$ cat config.mk
export PLATFORM = sky130hd
export DESIGN_NAME = scs_top
export DESIGN_NICKNAME = d
export VERILOG_FILES = /design/src/inc/scs_pkg.sv /design/src/scs_clkswitch.sv /design/src/scs_top.sv
export SDC_FILE = /design/constraint.sdc
export NUM_CORES = 1
export LEC_CHECK = 0
export ABC_AREA = 0
export BUFFER_PORTS_ARGS = -buffer_cell sky130_fd_sc_hd__buf_2
export CAP_MARGIN = 20
export CORE_UTILIZATION = 30
export DETAILED_ROUTE_END_ITERATION = 16
export PLACE_DENSITY = 0.53
export SLEW_MARGIN = 20
export SYNTH_ARGS = -nofsm -noshare
export SYNTH_HDL_FRONTEND = slang
export SYNTH_SLANG_ARGS = --single-unit
$ cat constraint.sdc
create_clock -name sys_clk_in -period 5.45 [get_ports sys_clk_in]
set_input_delay 1.635 -clock sys_clk_in [delete_from_list [all_inputs] [get_ports sys_clk_in]]
set_output_delay 1.635 -clock sys_clk_in [all_outputs]
set_load 0.01 [all_outputs]
$ cat src/inc/scs_pkg.sv
// Shared constants and carrier types for the system clock source selector.
// Assumes a single 20 MHz system clock and an AXI4-Lite register master.
`default_nettype none

package scs_pkg;

  // ********************************************************************
  // Timing
  // ********************************************************************
  localparam int unsigned CLK_NS     = 50;
  // Oscillator warm-up delay; the figure is a plain default.
  localparam int unsigned WARMUP_NS  = 2000;
  localparam int unsigned WARMUP_CYC = (WARMUP_NS + CLK_NS - 1) / CLK_NS;
  // Longest gap between external clock edges before a failure is declared.
  localparam int unsigned FAIL_NS    = 20000;
  localparam int unsigned FAIL_CYC   = FAIL_NS / CLK_NS;
  localparam logic [10:0] OST_LAST   = 11'h3ff;
  localparam logic [5:0]  WARM_LAST  = 6'(WARMUP_CYC - 1);
  localparam logic [9:0]  FAIL_LAST  = 10'(FAIL_CYC - 1);

  // ********************************************************************
  // Register map and fields
  // ********************************************************************
  localparam logic [11:0] ADDR_OSC_CTRL = 12'h000;
  localparam logic [11:0] ADDR_CLK_STAT = 12'h004;
  localparam int unsigned INTERNAL_FREQ_SELECT_LSB      = 4;
  localparam int unsigned STARTUP_DONE_STATUS_BIT      = 3;
  localparam int unsigned HTS_BIT       = 2;
  localparam int unsigned LTS_BIT       = 1;
  localparam int unsigned SCS_BIT       = 0;
  localparam logic [2:0]  INTERNAL_FREQ_SELECT_RESET    = 3'h6;
  localparam logic [2:0]  INTERNAL_FREQ_SELECT_FAST     = 3'h7;
  localparam logic [2:0]  INTERNAL_FREQ_SELECT_SLOW     = 3'h0;
  localparam logic [1:0]  RESP_OKAY     = 2'h0;
  localparam logic [1:0]  RESP_DECERR   = 2'h3;

  // Source index 8 is the external pin; 0 to 7 follow the frequency field.
  localparam logic [3:0]  SRC_EXT       = 4'h8;

  typedef enum logic [2:0] {
    MODE_EXT_CLK   = 3'h0,
    MODE_XTAL_LOW  = 3'h1,
    MODE_XTAL_MED  = 3'h2,
    MODE_XTAL_HIGH = 3'h3,
    MODE_RC        = 3'h4,
    MODE_RC_IO     = 3'h5,
    MODE_INT_OUT   = 3'h6,
    MODE_INT_IO    = 3'h7
  } scs_mode_t;

  typedef struct packed {
    scs_mode_t mode;
    logic      two_speed;
    logic      failsafe_en;
    logic      powerup_timer_en;
  } scs_cfg_t;

  typedef struct packed {
    logic        awvalid;
    logic [11:0] awaddr;
    logic        wvalid;
    logic [31:0] wdata;
    logic [3:0]  wstrb;
    logic        bready;
    logic        arvalid;
    logic [11:0] araddr;
    logic        rready;
  } scs_axi_req_t;

  typedef struct packed {
    logic        awready;
    logic        wready;
    logic        bvalid;
    logic [1:0]  bresp;
    logic        arready;
    logic        rvalid;
    logic [31:0] rdata;
    logic [1:0]  rresp;
  } scs_axi_rsp_t;

endpackage

`default_nettype wire

$ cat src/scs_clkswitch.sv
// Glitch-free source switch for sampled clock levels.
// Assumes every source level is already synchronised to sys_clk_in.
`default_nettype none

module scs_clkswitch
  import scs_pkg::*;
(
  input  wire logic       sys_clk_in,
  input  wire logic       rst_in,
  input  wire logic [8:0] src_in,
  input  wire logic [3:0] sel_in,
  input  wire logic       force_in,
  output var  logic       clk_out,
  output var  logic [3:0] cur_out,
  output var  logic       busy_out
);

  typedef enum logic [2:0] {
    SW_RUN  = 3'b001,
    SW_FALL = 3'b010,
    SW_LOW  = 3'b100
  } scs_sw_st_t;

  scs_sw_st_t st_q;
  logic [8:0] prev_q;
  logic [3:0] tgt_q;

  always_ff @(posedge sys_clk_in) begin
    if (rst_in) begin
      prev_q <= '0;
    end else begin
      prev_q <= src_in;
    end
  end

  // ********************************************************************
  // Switch sequence
  // ********************************************************************
  // A dead source never falls, so a forced change skips that wait.
  always_ff @(posedge sys_clk_in) begin
    if (rst_in) begin
      st_q    <= SW_RUN;
      cur_out <= {1'b0, INTERNAL_FREQ_SELECT_RESET};
      tgt_q   <= {1'b0, INTERNAL_FREQ_SELECT_RESET};
      clk_out <= 1'b0;
    end else begin
      case (st_q)
        SW_RUN: begin
          clk_out <= src_in[cur_out];
          if (sel_in != cur_out) begin
            st_q <= SW_FALL;
          end
        end
        SW_FALL: begin
          if ((prev_q[cur_out] && !src_in[cur_out]) || force_in) begin // see RL17
            st_q    <= SW_LOW;
            tgt_q   <= sel_in;
            clk_out <= 1'b0;
          end else begin
            clk_out <= src_in[cur_out];
          end
        end
        SW_LOW: begin
          clk_out <= 1'b0; // see RL18
          if (!prev_q[tgt_q] && src_in[tgt_q]) begin // see RL17
            cur_out <= tgt_q;
            clk_out <= 1'b1;
            st_q    <= SW_RUN;
          end
        end
        default: begin
          st_q <= SW_RUN;
        end
      endcase
    end
  end

  assign busy_out = (st_q != SW_RUN);
endmodule

`default_nettype wire

$ cat src/scs_top.sv
// System clock source selector: mode decode, start-up sequencing,
// fail-safe fallback, pin reuse and the oscillator control register.
// Assumes oscillator levels arrive asynchronously from pins or analog cells.
//
// Our own choices: the AXI4-Lite register port and the register addresses.
`default_nettype none

// Functional notes
// RL1 - Eight clock modes from three-bit field
// RL2 - Frequency field picks eight internal rates
// RL3 - Frequency field resets to 4 MHz
// RL4 - Bit 3 shows configured clock running
// RL5 - Bit 3 resets low for fail-safe/two-speed
// RL6 - Bit 2 shows fast internal stable
// RL7 - Bit 1 shows slow internal stable
// RL8 - Bit 0 selects internal over configured
// RL9 - Crystal modes count 1024 oscillator edges
// RL10 - CPU stalled while start-up count runs
// RL11 - Internal modes wait warm-up delay
// RL12 - External clock mode starts without count
// RL13 - Static logic halts and resumes losslessly
// RL14 - External clock on pin A, B free
// RL15 - Divide-by-four out on B; IO modes free
// RL16 - Fail-safe falls back to internal oscillator
// RL17 - Switch waits fall, holds low, rise
// RL18 - No shortened pulse on system clock
module scs_top
  import scs_pkg::*;
(
  input  wire logic         sys_clk_in,
  input  wire logic         rst_in,
  input  wire scs_axi_req_t axi_req_in,
  output var  scs_axi_rsp_t axi_rsp_out,
  input  wire scs_cfg_t     nonvolatile_config_word_in,
  input  wire logic         oscillator_pin_a_in,
  input  wire logic         fast_internal_oscillator_in,
  input  wire logic         slow_internal_oscillator_in,
  input  wire logic         fast_ready_in,
  input  wire logic         slow_ready_in,
  input  wire logic         powerup_timer_done_in,
  input  wire logic         sleep_in,
  output var  logic         sys_clock_out,
  output var  logic         cpu_stall_out,
  output var  logic         failsafe_active_out,
  output var  logic         pin_a_gpio_free_out,
  output var  logic         pin_b_gpio_free_out,
  output var  logic         divided_clock_output_out,
  output var  logic         divided_clock_oe_n_out
);

  // ********************************************************************
  // Mode decode
  // ********************************************************************
  function automatic logic is_crystal(input scs_mode_t m);
    return (m == MODE_XTAL_LOW) || (m == MODE_XTAL_MED) || (m == MODE_XTAL_HIGH);
  endfunction

  function automatic logic is_internal(input scs_mode_t m);
    return (m == MODE_INT_OUT) || (m == MODE_INT_IO);
  endfunction

  function automatic logic is_rc(input scs_mode_t m);
    return (m == MODE_RC) || (m == MODE_RC_IO);
  endfunction

  function automatic logic addr_hit(input logic [11:0] a, input logic [11:0] r);
    return a[11:2] == r[11:2];
  endfunction

  typedef enum logic [5:0] {
    PH_INIT  = 6'b000001,
    PH_POWERUP_TIMER  = 6'b000010,
    PH_OST   = 6'b000100,
    PH_WARM  = 6'b001000,
    PH_RUN   = 6'b010000,
    PH_SLEEP = 6'b100000
  } scs_phase_t;

  scs_cfg_t   cfg_q;
  scs_phase_t ph_q;
  scs_phase_t ph_d;
  logic [10:0] ost_cnt_q;
  logic [5:0]  warm_cnt_q;
  logic [9:0]  fs_cnt_q;
  logic [2:0]  internal_freq_select_q;
  logic        system_clock_select_q;
  logic        startup_done_status_q;
  logic        fallback_q;
  logic [2:0]  sync_a_q;
  logic [2:0]  sync_f_q;
  logic [1:0]  sync_s_q;
  logic [1:0]  sync_fr_q;
  logic [1:0]  sync_sr_q;
  logic [5:0]  post_q;
  logic [8:0]  src;
  logic [3:0]  sel;
  logic [3:0]  cur;
  logic        sw_busy;
  logic        sw_clk;
  logic        ext_rise;
  logic        xtal_2spd;
  logic        using_cfg;
  logic        fs_armed;
  logic        sys_prev_q;
  logic [1:0]  quarter_q;

  assign ext_rise  = sync_a_q[1] && !sync_a_q[2];
  assign xtal_2spd = cfg_q.two_speed && is_crystal(cfg_q.mode);

  // ********************************************************************
  // Synchronisers and postscaler
  // ********************************************************************
  // No reset here: the chains keep tracking the pins through reset, so the
  // edge detectors cannot report a false rise when reset ends.
  always_ff @(posedge sys_clk_in) begin
    sync_a_q  <= {sync_a_q[1:0], oscillator_pin_a_in};
    sync_f_q  <= {sync_f_q[1:0], fast_internal_oscillator_in};
    sync_s_q  <= {sync_s_q[0], slow_internal_oscillator_in};
    sync_fr_q <= {sync_fr_q[0], fast_ready_in};
    sync_sr_q <= {sync_sr_q[0], slow_ready_in};
  end

  always_ff @(posedge sys_clk_in) begin
    if (rst_in) begin
      post_q <= '0;
    end else if (sync_f_q[1] && !sync_f_q[2]) begin
      post_q <= post_q + 6'h01;
    end
  end

  // Tap k of the postscaler gives the fast oscillator over 2 to the 7-k.
  always_comb begin
    src = '0;
    src[INTERNAL_FREQ_SELECT_SLOW] = sync_s_q[1]; // see RL2
    src[INTERNAL_FREQ_SELECT_FAST] = sync_f_q[1];
    for (int k = 1; k < 7; k++) begin
      src[k] = post_q[6 - k]; // see RL2
    end
    src[SRC_EXT] = sync_a_q[1]; // see RL14
  end

  // ********************************************************************
  // Start-up sequencing
  // ********************************************************************
  always_ff @(posedge sys_clk_in) begin
    if (rst_in) begin
      cfg_q <= '0;
    end else if (ph_q == PH_INIT) begin
      cfg_q <= nonvolatile_config_word_in; // see RL1
    end
  end

  always_comb begin
    ph_d = ph_q;
    case (ph_q)
      PH_INIT: begin
        ph_d = PH_POWERUP_TIMER;
      end
      PH_POWERUP_TIMER, PH_SLEEP: begin
        if ((ph_q == PH_POWERUP_TIMER && (!cfg_q.powerup_timer_en || powerup_timer_done_in)) ||
            (ph_q == PH_SLEEP && !sleep_in)) begin
          if (is_crystal(cfg_q.mode)) begin
            ph_d = PH_OST; // see RL9
          end else if (is_internal(cfg_q.mode)) begin
            ph_d = PH_WARM; // see RL11
          end else begin
            ph_d = PH_RUN; // see RL12
          end
        end
      end
      PH_OST: begin
        if (ext_rise && ost_cnt_q == OST_LAST) begin
          ph_d = PH_RUN; // see RL9
        end
      end
      PH_WARM: begin
        if (warm_cnt_q == WARM_LAST) begin
          ph_d = PH_RUN; // see RL11
        end
      end
      PH_RUN: begin
        if (sleep_in) begin
          ph_d = PH_SLEEP;
        end
      end
      default: begin
        ph_d = PH_INIT;
      end
    endcase
  end

  always_ff @(posedge sys_clk_in) begin
    if (rst_in) begin
      ph_q <= PH_INIT;
    end else begin
      ph_q <= ph_d;
    end
  end

  always_ff @(posedge sys_clk_in) begin
    if (rst_in || ph_q != PH_OST) begin
      ost_cnt_q <= '0;
    end else if (ext_rise) begin
      ost_cnt_q <= ost_cnt_q + 11'h001; // see RL9
    end
  end

  always_ff @(posedge sys_clk_in) begin
    if (rst_in || ph_q != PH_WARM) begin
      warm_cnt_q <= '0;
    end else begin
      warm_cnt_q <= warm_cnt_q + 6'h01;
    end
  end

  // Two-speed start lets code run on the internal clock during the count.
  always_ff @(posedge sys_clk_in) begin
    if (rst_in) begin
      cpu_stall_out <= 1'b1;
    end else begin
      cpu_stall_out <= (ph_d != PH_RUN) && !(ph_d == PH_OST && xtal_2spd); // see RL10
    end
  end

  // ********************************************************************
  // Fail-safe monitor
  // ********************************************************************
  assign fs_armed = (ph_q == PH_RUN) && cfg_q.failsafe_en && !fallback_q &&
                    !is_internal(cfg_q.mode);

  always_ff @(posedge sys_clk_in) begin
    if (rst_in || !fs_armed || ext_rise) begin
      fs_cnt_q <= '0;
    end else begin
      fs_cnt_q <= fs_cnt_q + 10'h001;
    end
  end

  // Fallback lasts until reset or sleep, which restarts the source.
  always_ff @(posedge sys_clk_in) begin
    if (rst_in || ph_q == PH_SLEEP) begin
      fallback_q <= 1'b0;
    end else if (fs_armed && !ext_rise && fs_cnt_q == FAIL_LAST) begin
      fallback_q <= 1'b1; // see RL16
    end
  end

  assign failsafe_active_out = fallback_q;

  // ********************************************************************
  // Source selection
  // ********************************************************************
  always_comb begin
    if (system_clock_select_q || fallback_q || is_internal(cfg_q.mode) ||
        (xtal_2spd && ph_q != PH_RUN)) begin
      sel = {1'b0, internal_freq_select_q}; // see RL8
    end else begin
      sel = SRC_EXT; // see RL8
    end
  end

  // Stopping sys_clk_in simply freezes every state; see RL13.
  scs_clkswitch u_switch (
    .sys_clk_in (sys_clk_in),
    .rst_in     (rst_in),
    .src_in     (src),
    .sel_in     (sel),
    .force_in   (fallback_q),
    .clk_out    (sw_clk),
    .cur_out    (cur),
    .busy_out   (sw_busy)
  );

  assign sys_clock_out = sw_clk;
  assign using_cfg = is_internal(cfg_q.mode) || (cur == SRC_EXT && !sw_busy);

  always_ff @(posedge sys_clk_in) begin
    if (rst_in) begin
      startup_done_status_q <= 1'b1;
    end else if (ph_q == PH_INIT) begin
      startup_done_status_q <= !(nonvolatile_config_word_in.failsafe_en || // see RL5
        (nonvolatile_config_word_in.two_speed &&
         is_crystal(nonvolatile_config_word_in.mode)));
    end else if (ph_q == PH_RUN) begin
      startup_done_status_q <= using_cfg; // see RL4
    end
  end

  // ********************************************************************
  // Pin reuse
  // ********************************************************************
  always_ff @(posedge sys_clk_in) begin
    if (rst_in) begin
      sys_prev_q <= 1'b0;
      quarter_q  <= '0;
    end else begin
      sys_prev_q <= sw_clk;
      if (sw_clk && !sys_prev_q) begin
        quarter_q <= quarter_q + 2'h1;
      end
    end
  end

  always_ff @(posedge sys_clk_in) begin
    if (rst_in) begin
      divided_clock_output_out <= 1'b0;
      divided_clock_oe_n_out   <= 1'b1;
      pin_a_gpio_free_out      <= 1'b0;
      pin_b_gpio_free_out      <= 1'b0;
    end else begin
      divided_clock_output_out <= quarter_q[1]; // see RL15
      divided_clock_oe_n_out   <= !(cfg_q.mode == MODE_RC || cfg_q.mode == MODE_INT_OUT);
      pin_a_gpio_free_out      <= is_internal(cfg_q.mode); // see RL14
      pin_b_gpio_free_out      <= cfg_q.mode == MODE_EXT_CLK || cfg_q.mode == MODE_RC_IO ||
                                  cfg_q.mode == MODE_INT_IO; // see RL15
    end
  end

  // ********************************************************************
  // AXI4-Lite slave
  // ********************************************************************
  logic        awready_q;
  logic        wready_q;
  logic        bvalid_q;
  logic [1:0]  bresp_q;
  logic        arready_q;
  logic        rvalid_q;
  logic [31:0] rdata_q;
  logic [1:0]  rresp_q;
  logic        aw_have_q;
  logic        w_have_q;
  logic [11:0] awaddr_q;
  logic [7:0]  wbyte_q;
  logic        wlane_q;
  logic        do_write;
  logic [7:0]  ctrl_rd;

  assign axi_rsp_out = '{awready_q, wready_q, bvalid_q, bresp_q,
                         arready_q, rvalid_q, rdata_q, rresp_q};
  assign do_write = aw_have_q && w_have_q && !bvalid_q;
  assign ctrl_rd = {1'b0, internal_freq_select_q, startup_done_status_q, // see RL4
                    sync_fr_q[1], sync_sr_q[1], system_clock_select_q}; // see RL6 RL7

  always_ff @(posedge sys_clk_in) begin
    if (rst_in) begin
      awready_q <= 1'b0;
      wready_q  <= 1'b0;
      aw_have_q <= 1'b0;
      w_have_q  <= 1'b0;
      awaddr_q  <= '0;
      wbyte_q   <= '0;
      wlane_q   <= 1'b0;
    end else begin
      awready_q <= axi_req_in.awvalid && !awready_q && !aw_have_q && !bvalid_q;
      wready_q  <= axi_req_in.wvalid && !wready_q && !w_have_q && !bvalid_q;
      if (axi_req_in.awvalid && awready_q) begin
        aw_have_q <= 1'b1;
        awaddr_q  <= axi_req_in.awaddr;
      end else if (do_write) begin
        aw_have_q <= 1'b0;
      end
      if (axi_req_in.wvalid && wready_q) begin
        w_have_q <= 1'b1;
        wbyte_q  <= axi_req_in.wdata[7:0];
        wlane_q  <= axi_req_in.wstrb[0];
      end else if (do_write) begin
        w_have_q <= 1'b0;
      end
    end
  end

  always_ff @(posedge sys_clk_in) begin
    if (rst_in) begin
      bvalid_q <= 1'b0;
      bresp_q  <= RESP_OKAY;
    end else if (do_write) begin
      bvalid_q <= 1'b1;
      bresp_q  <= (addr_hit(awaddr_q, ADDR_OSC_CTRL) || addr_hit(awaddr_q, ADDR_CLK_STAT)) ?
                  RESP_OKAY : RESP_DECERR;
    end else if (axi_req_in.bready) begin
      bvalid_q <= 1'b0;
    end
  end

  always_ff @(posedge sys_clk_in) begin
    if (rst_in) begin
      internal_freq_select_q <= INTERNAL_FREQ_SELECT_RESET; // see RL3
      system_clock_select_q  <= 1'b0;
    end else if (do_write && wlane_q && addr_hit(awaddr_q, ADDR_OSC_CTRL)) begin
      internal_freq_select_q <= wbyte_q[INTERNAL_FREQ_SELECT_LSB +: 3]; // see RL2
      system_clock_select_q  <= wbyte_q[SCS_BIT]; // see RL8
    end
  end

  always_ff @(posedge sys_clk_in) begin
    if (rst_in) begin
      arready_q <= 1'b0;
      rvalid_q  <= 1'b0;
      rdata_q   <= '0;
      rresp_q   <= RESP_OKAY;
    end else begin
      arready_q <= axi_req_in.arvalid && !arready_q && !rvalid_q;
      if (axi_req_in.arvalid && arready_q) begin
        rvalid_q <= 1'b1;
        rresp_q  <= RESP_OKAY;
        rdata_q  <= '0;
        if (addr_hit(axi_req_in.araddr, ADDR_OSC_CTRL)) begin
          rdata_q <= {24'h000000, ctrl_rd};
        end else if (addr_hit(axi_req_in.araddr, ADDR_CLK_STAT)) begin
          rdata_q <= {29'h00000000, cpu_stall_out, sw_busy, fallback_q};
        end else begin
          rresp_q <= RESP_DECERR;
        end
      end else if (axi_req_in.rready) begin
        rvalid_q <= 1'b0;
      end
    end
  end
endmodule

`default_nettype wire

# == After elaboration in Yosys (flattened, before gate mapping) ==
# Index checks and enable logic that the tools add are counted.
# Widths: inputs -> output; s select.
# totals
elab_cells,213
input_bits,80
ff_bits,155
output_inout_bits,48
# classes
eq_ne,35
muxes,37
n_addsub,5
reduce_logical,91
order_cmp,2
# ops
cell,n
$logic_and 1x1->1,34
$pmux 6 s5,1
$mux 6,4
$logic_not 1->1,22
$logic_or 1x1->1,22
$eq 10x1->1 const B,2
$logic_not 10->1,2
$bmux 1 s4,4
$eq 3x2->1 const B,5
$eq 3x3->1 const B,5
$mux 1,15
$add 6x1->6 const B,2
$eq 6x3->1 const B,2
$eq 6x6->1 const B,2
$mux 3,4
$ne 6x5->1 const B,2
$add 11x1->11 const B,1
$eq 11x10->1 const B,1
$add 10x1->10 const B,1
$eq 10x9->1 const B,1
$lt 4x5->1 const B,2
$mux 5,2
$reduce_bool 2->1,5
$eq 3x1->1 const B,3
21 further kinds,26

# == Longest topological paths before layout ==
# depth
ltp_word,10
mapped_depth,7
ltp_nobuf,6

# == By module ==
# From an unflattened synthesis, not the netlist that was laid out.
# unflattened
hier_cells,583
hier_area_um2,5385.2
# by_module_without_submodules
module,area_per_inst_um2,seq_area_each_um2,n_inst,cells_per_inst
scs_top,4164.0,2042.0,1,456
scs_clkswitch,1221.2,420.4,1,127

# == Worst setup path before layout ==
# No wires, ideal clock.
# synth_path
kind,input to register
from,input port axi_req_in[8] (netlist name)
to,register rdata_q[3]
n_path_buf,0
path_stages,5
setup_slack_ns,2.904
setup_time_ns,0.065
required_time_ns,5.385
t_arrival_ns,2.481
path_cell_list,nor4_1 nand3_1 nor3_1 a22oi_1 nor2_1
# synth_between
elab_chain_len,2
# synth_rtl
element,line_no,source
start: declaration,scs_top.sv:32,"input wire scs_axi_req_t axi_req_in,"
$logic_not 10->1,scs_top.sv:67,return a[11:2] == r[11:2];
$mux 7,scs_top.sv:407,"if (addr_hit(axi_req_in.araddr, ADDR_OSC_CTRL)) begin"
end signal: assignment,scs_top.sv:408,"rdata_q <= {24'h000000, ctrl_rd};"
end signal: assignment,scs_top.sv:410,"rdata_q <= {29'h00000000, cpu_stall_out, sw_busy, fallback_q};"
end: declaration,scs_top.sv:328,logic [31:0] rdata_q;
# No other way between the ends.
# A chain may end at the register's enable or synchronous reset.

# == Worst setup path in the final report ==
# layout_path
from,input port rst_in
to,register ost_cnt_q[9]
# layout_between
elab_chain_len,1
# layout_rtl
element,line_no,source
start: declaration,scs_top.sv:31,"input wire logic rst_in,"
$logic_or 1x1->1,scs_top.sv:201,if (rst_in || ph_q != PH_OST) begin
end signal: assignment,scs_top.sv:204,ost_cnt_q <= ost_cnt_q + 11'h001;
end: declaration,scs_top.sv:82,logic [10:0] ost_cnt_q;
# No other way between the ends.

==> impl_metrics.tcl <==
set metrics [dict create \
    outcome "finished clean" \
    worstHoldEndpoint "sync_a_q[1]" \
    area_growth_pct 17.5 \
    synth_ff_type "dfxtp_1" \
    htreeDepth 4 \
    hp-start "sync_a_q[0]" \
    final_nets 730 \
    r2r-end "u_switch.st_q[0]" \
    io_pins 128 \
    p_leak_nw 2.51 \
    wl_per_cell_um 13.2 \
    yosys_warnings 0 \
    hpwl_mm 8.57 \
    port-buffer-count 67 \
    finalCriticalPeriod_ns 3.18 \
    dieHeight_um 136 \
    async_flop_share_pct 0 \
    cts_sinks 123 \
    slowest_delay_ns 0.78 \
    p_switching_w 0.000558 \
    crit_slowest_cell "buf_2" \
    num_rows 48 \
    reg2reg_slack_ns 3.10 \
    synth_top_family_by_area "simple AND/OR/NAND/NOR gates" \
    grt_max_degree 60 \
    seqPwrFrac_pct 44.2 \
    use_met3_pct 3.67 \
    ys_seq_area_share_pct 45.9 \
    cp_cell_sequence "buf_2 -> inv_1 -> nand2b_1 -> nor2_1" \
    min-delay-path-class "reg2reg" \
    powerDensity_mw_per_mm2 345 \
    overflow 0 \
    rsz0062_at_grt "false" \
    met1_usage_pct 15.7 \
    crit_arrival_ns 3.47 \
    drt-total-wl_mm 11.6 \
    synthXorXnorAreaFrac_pct 5.06 \
    vias 4130 \
    timing.critical_path.required_ns 5.74 \
    hold_ws_ns 0.330 \
    synth_compound_area_share_pct 12.0 \
    yosys_register_bits 123 \
    initial_core_util_pct 30.9 \
    grt_util_all_layers_pct 13.3 \
    hold_viol 0 \
    cts_setup_buffers 0 \
    worstReg2RegStart "ph_q[3]" \
    fin_setup_tns_ns 0 \
    avgSynthCellArea_sq_um 9.12 \
    clockBufferDepth 2 \
    swShare_pct 25.6 \
    via_per_inst 4.67 \
    clkTransAtPathRegs_ns 0.06 \
    path_max_fanout 59 \
    cp_num_buf_inv 2 \
    drive_gt1_share_pct 18.2 \
    cts_made_buffers 17 \
    postCtsHoldBufs 0 \
    insertedDiodeCount 0 \
    synth.mux.area_fraction_pct 5.62 \
    clkLatencyLatePin_ns 0.41 \
    reg2reg_depth 5 \
    cts.repair.resized 0 \
    worst-path-stages 4 \
    cts_tree "done" \
    relSlewSlack_pct 30.0 \
    crit_family "buffers and inverters" \
    worst_pin_slew_ns 1.05 \
    synth_fa_ha_area_share_pct 0.933 \
    whs_path_depth 0 \
    utilization_pct 36.3 \
    multi_input_area_sq_mm 0.00260 \
    fin_crit_sh_pct 58.4 \
    drcViolationCount 0 \
    maxCapViolations 0 \
    pwr-share-comb_pct 7.4 \
    grt_pass1_vias 4013 \
    slew_viol_final 0 \
    busiest_layer "met2" \
    dieWidth_um 136 \
    synthDistinctLibCells 72 \
    critPathLaunchType "input port" \
    netlist_area_sq_mm 0.00536 \
    grt_pass1_wl_mm 19.0 \
    antenna_found_initial 0 \
    core_area_sq_mm 0.0174 \
    clockRootBuffer "clkbuf_16" \
    use_met2_pct 22.3 \
    first_pass_iters 4 \
    crit_type "in2reg" \
    maxClockFrequency_ghz 0.314 \
    drt_iter0_drc 198 \
    ir_drop_mv 0.228 \
    synth_edf_count 0 \
    routabilityCongestion 0.809 \
    endpoint_kind "flop" \
    synthSimpleGateAreaFrac_pct 23.1 \
    setup_viol 0 \
    seqCellArea_sq_mm 0.00246 \
    ant_nets 0 \
    p_int_w 0.00162 \
    fin_skew_ns 0.00610 \
    die_area_sq_mm 0.0184 \
    nFillCells 1734 \
    netlist_instances 588 \
    pwr-share-clk_pct 48.4 \
]
cells in the final DEF, fill, tap and decap left out, drive strengths merged, types with 8 or more instances in the layout:
master,instances
dfxtp,123
nor2b,13
nor2,81
xor2,15
nand3,17
buf,68
nor3,13
conb,25
nand2b,12
inv,21
clkbuf,19
o21ai,8
mux2i,20
nand2,50
a21oi,30
xnor2,16
power groups by stage:
stage                     Clock (W)  Sequential (W)  Combinational [W]
after CTS                   0.00108        0.000962           0.000162
final                       0.00105        0.000962           0.000161
after floorplan                   0        0.000975           0.000133
after global routing        0.00113        0.000967           0.000180
after global placement            0        0.000981           0.000160
after detailed placement          0        0.000982           0.000162
sequential cells by signal, indices dropped and copies added (netlist names), 4 cells and up:
register / flops
u_switch.cur_out: 4
post_q: 6
warm_cnt_q: 6
wbyte_q: 4
rdata_q: 7
u_switch.tgt_q: 4
fs_cnt_q: 10
awaddr_q: 10
ost_cnt_q: 11
u_switch.prev_q: 9
cfg_q: 6
ph_q: 6
cell type report:
class	count	area share [%]
multi-input combinational	422	41.3
sequential	123	39.1
clock buffer	19	7.19
timing repair buffer	68	5.44
tap	225	4.47
clock inverter	13	1.73
inverter	14	0.834
per-layer routing:
layer,up-vias,wire length [um]
li1,2114,-
met1,1925,5340
met2,77,5720
met3,14,381
met4,0,181
met5,-,0
worst register-to-register path, stage by stage, from the launching register on:
cell	delay [ns]
dfxtp_1	0.52
nor4b_4	0.11
a2111oi_2	0.64
or2_0	0.38
o311ai_1	0.16
a2111o_1	0.43
synthesized netlist by cell type (13+ instances only):
cell / instances / area, sq um
nor2_1: 81 / 304
clkbuf_1: 13 / 48.8
a21oi_1: 30 / 150
inv_1: 13 / 48.8
buf_4: 32 / 240
nand2_1: 50 / 188
dfxtp_1: 123 / 2460
xor2_1: 15 / 131
xnor2_1: 16 / 140
mux2i_1: 20 / 200
nand3_1: 17 / 85.1
nor2b_1: 13 / 81.3
logic make-up (layout without fill, tap and decap cells):
logic type	after synthesis	in the layout
XOR/XNOR	31	31
buffers and inverters	67	114
other	1	25
AND/OR/NAND/NOR	242	242
AO/OA/AOI/OAI	92	92
flip-flops	123	123
adder cells (fa/ha/maj)	4	4
multiplexers	28	28
through the flow:
| stage | worst slack [ns] | area, sq um | power, W | std cells |
|---|---|---|---|---|
| floorplan | 2.90 | 5450 | 0.00111 | 612 |
| global placement | 1.80 | 5740 | 0.00114 | 852 |
| detailed placement | 1.76 | 5740 | 0.00114 | 852 |
| CTS | 2.21 | 6300 | 0.00221 | 884 |
| global route | 2.04 | 6300 | 0.00228 | 884 |
| finish | 2.27 | 6300 | 0.00218 | 884 |
how the worst max path moves through the flow:
stage | start | to | slack, ns
finish | rst_in | ost_cnt_q[9] | 2.27
global route | rst_in | ost_cnt_q[9] | 2.04
detailed placement | rst_in | ost_cnt_q[4] | 1.76
CTS | rst_in | ost_cnt_q[4] | 2.21
floorplan | axi_req_in[8] | rdata_q[3] | 2.90
global placement | rst_in | ost_cnt_q[9] | 1.80
No activity file was read; power rests on OpenSTA's default activity.
